===== src/emtx_regs.svh =====
`ifndef EMTX_REGS_SVH
`define EMTX_REGS_SVH
// Core clock period and bit times per link speed, in ns
`define EMTX_CLK_NS 4
`define EMTX_BIT_NS_100 10
`define EMTX_BIT_NS_10 100
// Cycles per two bit times (exact at both speeds)
`define EMTX_PAIR_CYC_100 ((2 * `EMTX_BIT_NS_100) / `EMTX_CLK_NS)
`define EMTX_PAIR_CYC_10 ((2 * `EMTX_BIT_NS_10) / `EMTX_CLK_NS)
// Gap, slot and pause quantum, in bit times, then in bit pairs
`define EMTX_IPG_BITS 96
`define EMTX_SLOT_BITS 512
`define EMTX_IPG_PAIRS (`EMTX_IPG_BITS / 2)
`define EMTX_SLOT_PAIRS (`EMTX_SLOT_BITS / 2)
// Collision limits
`define EMTX_MAX_COL 5'h10
`define EMTX_BO_LIMIT 5'h0A
// Pause values sent for off and on
`define EMTX_PAUSE_MAX 16'hFFFF
`define EMTX_PAUSE_ZERO 16'h0000
// Back-off random source
`define EMTX_LFSR_SEED 16'hACE1
`endif


===== src/emtx_pkg.sv =====
package emtx_pkg;
   // Transmit scheduler states, Gray coded along the collision and back-off path
   typedef enum logic [2:0] {
      ST_IDLE = 3'h0,
      ST_TX = 3'h1,
      ST_BOFF = 3'h3,
      ST_IPG = 3'h2,
      ST_BP = 3'h6,
      ST_BPGAP = 3'h7
   } emtx_state_type;

   // Command to the transmit datapath
   typedef struct packed {
      logic start;
      logic flow;
      logic [15:0] pause_time;
      logic abort;
      logic drop;
   } emtx_txcmd_type;

   // Status events to the host
   typedef struct packed {
      logic excess_col;
      logic late_col;
   } emtx_evt_type;
endpackage


===== src/emtx_mac.sv =====
`timescale 1ns/100ps
`include "emtx_regs.svh"

module emtx_mac
   import emtx_pkg::*;
#(
   parameter int FREE_W = 12,
   parameter logic [11:0] XOFF_THR = 12'h100,
   parameter logic [11:0] XON_THR = 12'h300,
   parameter int BP_ON_PAIRS = 2000,
   parameter int BP_GAP_PAIRS = 8
)
(
   // Clock and reset
   input wire logic clock_i,
   input wire logic reset_i,
   // Link mode
   input wire logic link_up_i,
   input wire logic full_duplex_i,
   input wire logic speed_100_i,
   input wire logic bp_enable_i,
   // PHY carrier and collision pins
   input wire logic crs_i,
   input wire logic col_i,
   // Frame queue and datapath
   input wire logic tx_valid_i,
   input wire logic tx_ctrl_i,
   input wire logic tx_end_i,
   input wire logic [FREE_W-1:0] free_i,
   // Received pause frame
   input wire logic rx_pause_i,
   input wire logic [15:0] rx_quanta_i,
   // Command, carrier and status
   output emtx_txcmd_type cmd_o,
   output logic bp_carrier_o,
   output logic paused_o,
   output emtx_evt_type evt_o
);

   localparam logic [5:0] P100_LAST = 6'(`EMTX_PAIR_CYC_100 - 1);
   localparam logic [5:0] P10_LAST = 6'(`EMTX_PAIR_CYC_10 - 1);
   // One spare tick: the first tick of the gap is only partial
   localparam logic [17:0] IPG_LAST = 18'(`EMTX_IPG_PAIRS);
   localparam logic [8:0] SLOT_PAIRS = 9'(`EMTX_SLOT_PAIRS);
   localparam logic [7:0] QUANT_LAST = 8'(`EMTX_SLOT_PAIRS - 1);
   localparam logic [17:0] BP_ON_LAST = 18'(BP_ON_PAIRS - 1);
   localparam logic [17:0] BP_GAP_LAST = 18'(BP_GAP_PAIRS - 1);

   emtx_state_type state_r;
   logic [2:0] crs_s_r, col_s_r;
   logic crs_q_r, col_q_r, col_d_r, tick_r;
   logic [5:0] pair_cnt_r;
   logic [7:0] quant_cnt_r;
   logic [15:0] pause_r, fc_time_r, lfsr_r;
   logic fc_active_r, fc_pend_r, after_col_r, cur_flow_r;
   logic [17:0] cnt_r;
   logic [8:0] slot_r;
   logic [4:0] ncol_r;
   logic [9:0] bo_mask;
   logic want_frm, want_any, defer, bp_need, col_new, fc_sent, set_fc;

   // Pins pass three flops; a level counts once the last two agree
   always_ff @(posedge clock_i)
   begin
      if (reset_i)
      begin
         crs_s_r <= 3'h0;
         col_s_r <= 3'h0;
         crs_q_r <= 1'b0;
         col_q_r <= 1'b0;
         col_d_r <= 1'b0;
      end
      else
      begin
         crs_s_r <= {crs_s_r[1:0], crs_i};
         col_s_r <= {col_s_r[1:0], col_i};
         if (crs_s_r[1] == crs_s_r[2])
            crs_q_r <= crs_s_r[2];
         if (col_s_r[1] == col_s_r[2])
            col_q_r <= col_s_r[2];
         col_d_r <= col_q_r;
      end
   end

   // One tick per two bit times; exact at both speeds, unlike a bit tick at 100M
   always_ff @(posedge clock_i)
   begin
      if (reset_i || pair_cnt_r == (speed_100_i ? P100_LAST : P10_LAST))
         pair_cnt_r <= 6'h00;
      else
         pair_cnt_r <= pair_cnt_r + 6'h01;
      tick_r <= !reset_i && pair_cnt_r == (speed_100_i ? P100_LAST : P10_LAST);
   end

   // Pause timer, quantum of 512 bit times
   always_ff @(posedge clock_i)
   begin
      if (reset_i)
      begin
         quant_cnt_r <= 8'h00;
         pause_r <= 16'h0000;
      end
      else
      begin
         if (tick_r)
            quant_cnt_r <= (quant_cnt_r == QUANT_LAST) ? 8'h00 : quant_cnt_r + 8'h01;
         if (rx_pause_i)
            pause_r <= rx_quanta_i;
         else if (tick_r && quant_cnt_r == QUANT_LAST && link_up_i && full_duplex_i
                  && pause_r != 16'h0000)
            pause_r <= pause_r - 16'h0001;
      end
   end

   // Buffer thresholds with hysteresis; a new request wins over a finished send
   assign set_fc = full_duplex_i && link_up_i
                   && ((!fc_active_r && free_i <= XOFF_THR) || (fc_active_r && free_i >= XON_THR));
   assign fc_sent = state_r == ST_TX && tx_end_i && cur_flow_r;
   always_ff @(posedge clock_i)
   begin
      if (reset_i)
      begin
         fc_active_r <= 1'b0;
         fc_pend_r <= 1'b0;
         fc_time_r <= `EMTX_PAUSE_ZERO;
      end
      else
      begin
         if (!fc_active_r && free_i <= XOFF_THR)
            fc_active_r <= 1'b1;
         else if (fc_active_r && free_i >= XON_THR)
            fc_active_r <= 1'b0;
         if (fc_sent)
            fc_pend_r <= 1'b0;
         if (set_fc)
         begin
            fc_pend_r <= 1'b1;
            fc_time_r <= fc_active_r ? `EMTX_PAUSE_ZERO : `EMTX_PAUSE_MAX;
         end
      end
   end

   // Free running source for back-off slots
   always_ff @(posedge clock_i)
   begin
      if (reset_i)
         lfsr_r <= `EMTX_LFSR_SEED;
      else
         lfsr_r <= {lfsr_r[14:0], lfsr_r[15] ^ lfsr_r[13] ^ lfsr_r[12] ^ lfsr_r[10]};
   end

   // Scheduler qualifiers
   assign want_frm = tx_valid_i && (tx_ctrl_i || pause_r == 16'h0000);
   assign want_any = want_frm || fc_pend_r;
   assign defer = !full_duplex_i && crs_q_r;
   assign bp_need = !full_duplex_i && bp_enable_i && link_up_i && fc_active_r;
   assign col_new = !full_duplex_i && col_q_r && !col_d_r;
   // Range is 2^k - 1 slots, k capped at ten
   assign bo_mask = (ncol_r + 5'h01 >= `EMTX_BO_LIMIT) ? 10'h3FF
                    : 10'((11'h001 << (ncol_r + 5'h01)) - 11'h001);

   // Transmit scheduler
   always_ff @(posedge clock_i)
   begin
      if (reset_i)
      begin
         state_r <= ST_IDLE;
         cnt_r <= 18'h00000;
         slot_r <= 9'h000;
         ncol_r <= 5'h00;
         after_col_r <= 1'b0;
         cur_flow_r <= 1'b0;
         cmd_o <= '0;
         evt_o <= '0;
      end
      else
      begin
         cmd_o.start <= 1'b0;
         cmd_o.abort <= 1'b0;
         cmd_o.drop <= 1'b0;
         evt_o <= '0;
         case (state_r)
            ST_IDLE:
            begin
               if (want_any && !defer)
               begin
                  state_r <= ST_TX;
                  slot_r <= 9'h000;
                  cur_flow_r <= fc_pend_r;
                  cmd_o.start <= 1'b1;
                  cmd_o.flow <= fc_pend_r;
                  cmd_o.pause_time <= fc_time_r;
               end
               else if (!want_any && bp_need)
               begin
                  state_r <= ST_BP;
                  cnt_r <= 18'h00000;
               end
            end
            ST_TX:
            begin
               if (tick_r && slot_r != SLOT_PAIRS)
                  slot_r <= slot_r + 9'h001;
               if (col_new)
               begin
                  cmd_o.abort <= 1'b1;
                  cnt_r <= 18'h00000;
                  after_col_r <= 1'b1;
                  if (slot_r == SLOT_PAIRS)
                  begin
                     cmd_o.drop <= 1'b1;
                     evt_o.late_col <= 1'b1;
                     ncol_r <= 5'h00;
                     state_r <= ST_IPG;
                  end
                  else if (ncol_r + 5'h01 == `EMTX_MAX_COL)
                  begin
                     cmd_o.drop <= 1'b1;
                     evt_o.excess_col <= 1'b1;
                     ncol_r <= 5'h00;
                     state_r <= ST_IPG;
                  end
                  else if (bp_need)
                  begin
                     ncol_r <= ncol_r + 5'h01;
                     state_r <= ST_BP;
                  end
                  else
                  begin
                     ncol_r <= ncol_r + 5'h01;
                     cnt_r <= {lfsr_r[9:0] & bo_mask, 8'h00};
                     state_r <= ST_BOFF;
                  end
               end
               else if (tx_end_i)
               begin
                  ncol_r <= 5'h00;
                  after_col_r <= 1'b0;
                  cnt_r <= 18'h00000;
                  state_r <= ST_IPG;
               end
            end
            ST_BOFF:
            begin
               if (cnt_r == 18'h00000)
                  state_r <= ST_IPG;
               else if (tick_r)
                  cnt_r <= cnt_r - 18'h00001;
            end
            ST_IPG:
            begin
               // Gap restarts while carrier is up after a collision
               if (after_col_r && crs_q_r)
                  cnt_r <= 18'h00000;
               else if (tick_r)
               begin
                  if (cnt_r == IPG_LAST)
                  begin
                     cnt_r <= 18'h00000;
                     state_r <= ST_IDLE;
                  end
                  else
                     cnt_r <= cnt_r + 18'h00001;
               end
            end
            ST_BP:
            begin
               // Collisions here are ignored: carrier simply stays up
               if (want_any)
               begin
                  cnt_r <= 18'h00000;
                  after_col_r <= 1'b0;
                  state_r <= ST_IPG;
               end
               else if (!bp_need)
                  state_r <= ST_IDLE;
               else if (tick_r)
               begin
                  if (cnt_r == BP_ON_LAST)
                  begin
                     cnt_r <= 18'h00000;
                     state_r <= ST_BPGAP;
                  end
                  else
                     cnt_r <= cnt_r + 18'h00001;
               end
            end
            ST_BPGAP:
            begin
               if (tick_r)
               begin
                  if (cnt_r == BP_GAP_LAST)
                  begin
                     cnt_r <= 18'h00000;
                     state_r <= ST_BP;
                  end
                  else
                     cnt_r <= cnt_r + 18'h00001;
               end
            end
            default:
               state_r <= ST_IDLE;
         endcase
      end
   end

   // Registered carrier and pause state for the datapath
   always_ff @(posedge clock_i)
   begin
      if (reset_i)
      begin
         bp_carrier_o <= 1'b0;
         paused_o <= 1'b0;
      end
      else
      begin
         bp_carrier_o <= state_r == ST_BP;
         paused_o <= pause_r != 16'h0000;
      end
   end

endmodule // emtx_mac


===== config.mk =====
export PLATFORM = sky130hd
export DESIGN_NAME = emtx_mac
export DESIGN_NICKNAME = d
export VERILOG_FILES = /design/src/emtx_pkg.sv /design/src/emtx_mac.sv
export VERILOG_INCLUDE_DIRS = /design/src
export SDC_FILE = /design/constraint.sdc
export NUM_CORES = 1
export LEC_CHECK = 0
export BUFFER_PORTS_ARGS = -buffer_cell sky130_fd_sc_hd__buf_2
export CAP_MARGIN = 25
export CORE_MARGIN = 2
export CORE_UTILIZATION = 25
export DETAILED_ROUTE_END_ITERATION = 16
export PLACE_DENSITY = 0.42
export SLEW_MARGIN = 20
export SYNTH_ARGS = -nofsm -noshare
export SYNTH_HDL_FRONTEND = slang
export SYNTH_SLANG_ARGS = --single-unit
export TNS_END_PERCENT = 20

===== constraint.sdc =====
create_clock -name clock_i -period 5.8 [get_ports clock_i]
set_clock_uncertainty 0.2 [all_clocks]
set_input_delay 0.29 -clock clock_i [delete_from_list [all_inputs] [get_ports clock_i]]
set_output_delay 0.29 -clock clock_i [all_outputs]
set_load 0.005 [all_outputs]

==> impl.org <==
** Pwr
- Dividing total power by cell area gives a power density of 285.1 nW/um^2.
- Peak supply drop :: 0.1520 mV
- Summed over all cells, the static leakage comes to 2.596 nW.

** CTS
- In this run, post-CTS repair resized a total of 0 instances.
- Number of clock buffers inserted by TritonCTS :: 9
- In this run the deepest clock path goes through 2 buffers.
- Clock latency on the worst-skew pair, taken at its later pin, is 0.36 ns.
- H-Tree Level Count :: 3
- Clk pin slew, worst setup/hold paths :: 0.08 ns
- Buffer cell driving the clock tree root :: sky130_fd_sc_hd__clkbuf_16
- Buffers added to address setup during post-CTS repair amount to 0.
- TritonCTS clock tree :: done
- TritonCTS Sinks :: 104

** Cells and area
- Area growth from synthesis to layout :: 13.97%
- Most frequent standard cell in the layout excluding fill and tap cells :: sky130_fd_sc_hd__dfxtp_1
- In the final layout, the multi-input gates occupy 3580 um^2.
- Leaving out fill and tap cells, the most frequent cells in the layout are sky130_fd_sc_hd__dfxtp_1, sky130_fd_sc_hd__nor2_1, sky130_fd_sc_hd__nand2_1.
- Counting the fill cells in the layout gives 2688.
- Area of all sequential standard cells :: 2082 um^2
- Antenna cell count :: 0
- The post-route netlist has 14.09% of its cells at a drive strength greater than 1.
- For this run, the post-layout net count is 843.
- At the end of the flow the core is filled with cells to 28.71%.

** Drt
- After detailed routing, the total wire length is 16900 um.
- Total DRC errors in the routed layout :: 0
- Via-per-instance ratio :: 4.845
- DR vias :: 5421
- In this run, the number of DRC markers left after iteration 0 of detailed routing was 360.
- For this run, the detailed router's first-pass iteration total came to 5.
- Dividing the detail-routed wire length by the instance count gives 15.10 um.
- Once detail routing completed, the nets flagged for antenna violations numbered 0.

** Setup path
- On the critical path the largest part of the delay comes from simple AND/OR/NAND/NOR gates.
- On the worst path, the slowest cell contributes a delay of 0.66 ns.
- Crit Path Category :: reg -> reg
- The number of cells on the worst reg-to-reg path is 7.
- STA classifies the critical path startpoint as a register.
- Arrival time of data at the critical path endpoint :: 3.90 ns
- On the critical path, the stage with the largest delay is an instance of sky130_fd_sc_hd__or4_1.
- STA puts the critical path data required time at 5.85 ns.
- The worst setup path is captured at a register.
- In this run the critical register-to-register path is launched from pause_r[7]$_SDFFE_PP0P_.
- Traced cell by cell, the critical path runs through or4_1 -> or4b_4 -> o21ai_4 -> or3_1 -> and2_1 -> o221ai_1 -> a32o_1.
- In this run the critical register-to-register path is captured at cnt_r[2]$_SDFFE_PP0P_.
- The critical path contains buffers and inverters numbering 0 combined.
- Maximum net fanout on the critical path :: 16
- The setup check on the worst reg-to-reg path leaves a slack of 1.95 ns.

** Timing
- The final critical path takes up 66.39% of the cycle.
- Max frequency :: 259.7 MHz
- Headroom to the max-slew limit came out at 42.27%.
- For the pin with the worst max-slew slack, the measured transition is 0.8660 ns.
- In the final timing run, aggregate negative setup slack is 0 ns.
- The final count of pins violating max slew was 0.
- Min Clock Period, post-route :: 3.850 ns
- Setup violations remaining at the end of the flow were counted as 0.
- Hold timing on the final database bottoms out at a slack of 0.03910 ns.
- Setup ws final :: 1.950 ns
- Setup repair after global routing left no endpoint under its margin.
- The final hold violation count came to 0.

** Floorplan
- In this run the count of I/O pins placed on the die edge is 64.
- Core footprint :: 24110 um^2
- Vert. Die Dim :: 159.9 um
- Area of the die :: 25560 um^2
- Die width :: 159.9 um
- In this run the core area contains 57 standard-cell rows.
- The initial utilization of the core area, before any placement, comes to 25.19%.

** Yosys
- Flip-flop cell with the highest count after synthesis :: sky130_fd_sc_hd__dfxtp_1
- Synth Warn # :: 0
- The netlist uses 76 different library cells.
- Dividing the synthesized area by the synthesized cell count gives 7.970 um^2.
- By area the synthesized netlist is led by sky130_fd_sc_hd__dfxtp_1, sky130_fd_sc_hd__nor2_1, sky130_fd_sc_hd__nand2_1.
- Synthesis produced a netlist with a net count of 815.
- The synthesized design devotes to its leading area cell type 34.28% of total area.
- sky130_fd_sc_hd__dfxtp_1 takes more of the synthesized area than any other cell.
- Netlist area before placement :: 6073 um^2
- After synthesis, the share of flip-flops with an asynchronous set or reset is 0%.
- Counting every instance in the synthesized netlist gives 762.
- Sequential element share of the synthesized area :: 34.28%
- Synthesis inferred 104 register bits.
- Yosys mapped a number of flops with a built-in enable equal to 0.

** Placed design
- Number of port buffers :: 63
- Worst slack, placed :: 2.008 ns
- DPL Wire Length :: 12080 um
- Weighted congestion at the end of routability-driven global placement :: 0.8316

** Job
- Max-cap violations :: 0

** GRT
- Overflow left after global routing :: 0
- Largest net degree at the start of global routing :: 56
- Gr usage total :: 13.21%
- The via count of the first global-routing pass came to 5108.
- The initial antenna violation count was 0.
- Global-route wire length before repair :: 27470 um

** Hold path
- For hold timing, the worst endpoint is fc_active_r$_SDFFE_PP0P_.
- Cell count of the worst hold path :: 4
- The tightest min-delay check is of the in -> reg type.
- In this run the most critical hold path is launched from free_i[10].

** Outcome
- The flow ran to the end, and the final reports show no timing, DRC or antenna violations.
-- cells by family (layout without fill, tap and decap cells) --
family	count (synthesis)	count (layout)	share of synthesized area, %
AND/OR/NAND/NOR	324	324	27.73
AO/OA/AOI/OAI	173	173	19.88
flip-flops	104	104	34.28
buffers and inverters	90	123	6.778
XOR/XNOR	46	46	6.634
adder cells (fa/ha/maj)	13	13	2.678
multiplexers	12	12	2.019
-- report_power, final --
group          internal, mW  total [mW]  switching, mW
logic                 0.205       0.548          0.343
registers             0.752       0.815         0.0632
clock network         0.318       0.610          0.292
total                  1.28        1.97          0.698
-- worst min-delay path: stages --
cell	delay, ns
sky130_fd_sc_hd__buf_2	0.09
sky130_fd_sc_hd__nor4_1	0.04
sky130_fd_sc_hd__nand2_1	0.07
sky130_fd_sc_hd__a21oi_1	0.06
-- registers in the layout, summed over array words and instances, names as in the netlist, 4 cells and up --
name and cells:
pair_cnt_r 6, lfsr_r 16, quant_cnt_r 8, pause_r 16
slot_r 9, cmd_o 4, ncol_r 5, cnt_r 18
-- routing by layer --
| layer | vias up | global-route usage, % | part of all wire (%) | wire [um] |
|---|---|---|---|---|
| met5 | - | 0 | 0 | 0 |
| met4 | 0 | 3.235 | 1.1 | 180 |
| met3 | 9 | 2.078 | 2.8 | 471 |
| met2 | 103 | 20.94 | 44 | 7405 |
| met1 | 2541 | 18.78 | 52 | 8839 |
| li1 | 2768 | - | - | - |
-- stage by stage --
step	total power, mW	cells	area, um^2
after detailed placement	1.371	1093	6529
after floorplan	1.224	762	6073
after global routing	2.089	1119	6922
final	1.973	1119	6922
after global placement	1.374	1093	6529
after CTS	1.995	1119	6922
-- area by class of cell --
class	instances	share of cell area, %
Clock buffer	11	3.651
Clock inverter	5	0.5785
Inverter	29	1.573
Multi-Input combinational cell	568	51.72
Sequential cell	104	30.08
Tap cell	324	5.857
Timing Repair Buffer	78	6.544
-- cells in the mapped netlist (all sizes together), types with 6 or more instances --
cell / count
ha: 13
clkbuf: 34
o211ai: 11
nand2b: 10
and2: 9
mux2i: 10
nand4: 16
nor3: 27
xor2: 23
and3: 8
nand2: 71
or4b: 7
a31oi: 6
dfxtp: 104
or3: 7
nor4: 14
a21oi: 44
a21boi: 8
nor2: 75
o21ai: 29
xnor2: 23
nand3: 23
or2: 14
or4: 6
nor2b: 22
o21a: 11
inv: 29
buf: 27
-- worst max-delay path by stage --
stage | start | endpoint | depth (start not counted)
floorplan | pause_r[0]$_SDFFE_PP0P_ | cnt_r[11]$_SDFFE_PP0P_ | 9
global placement | pause_r[0]$_SDFFE_PP0P_ | cnt_r[9]$_SDFFE_PP0P_ | 10
detailed placement | pause_r[0]$_SDFFE_PP0P_ | cnt_r[2]$_SDFFE_PP0P_ | 9
CTS | pause_r[0]$_SDFFE_PP0P_ | cnt_r[2]$_SDFFE_PP0P_ | 9
global route | pause_r[0]$_SDFFE_PP0P_ | cnt_r[13]$_SDFFE_PP0P_ | 10
finish | pause_r[7]$_SDFFE_PP0P_ | cnt_r[2]$_SDFFE_PP0P_ | 7
-- timing repair --
item                       4_1_cts  5_1_grt
setup endpoints to repair        0        0
hold endpoints to repair        10        0
hold buffers                    10        0
No activity file was read; power rests on OpenSTA's default activity.
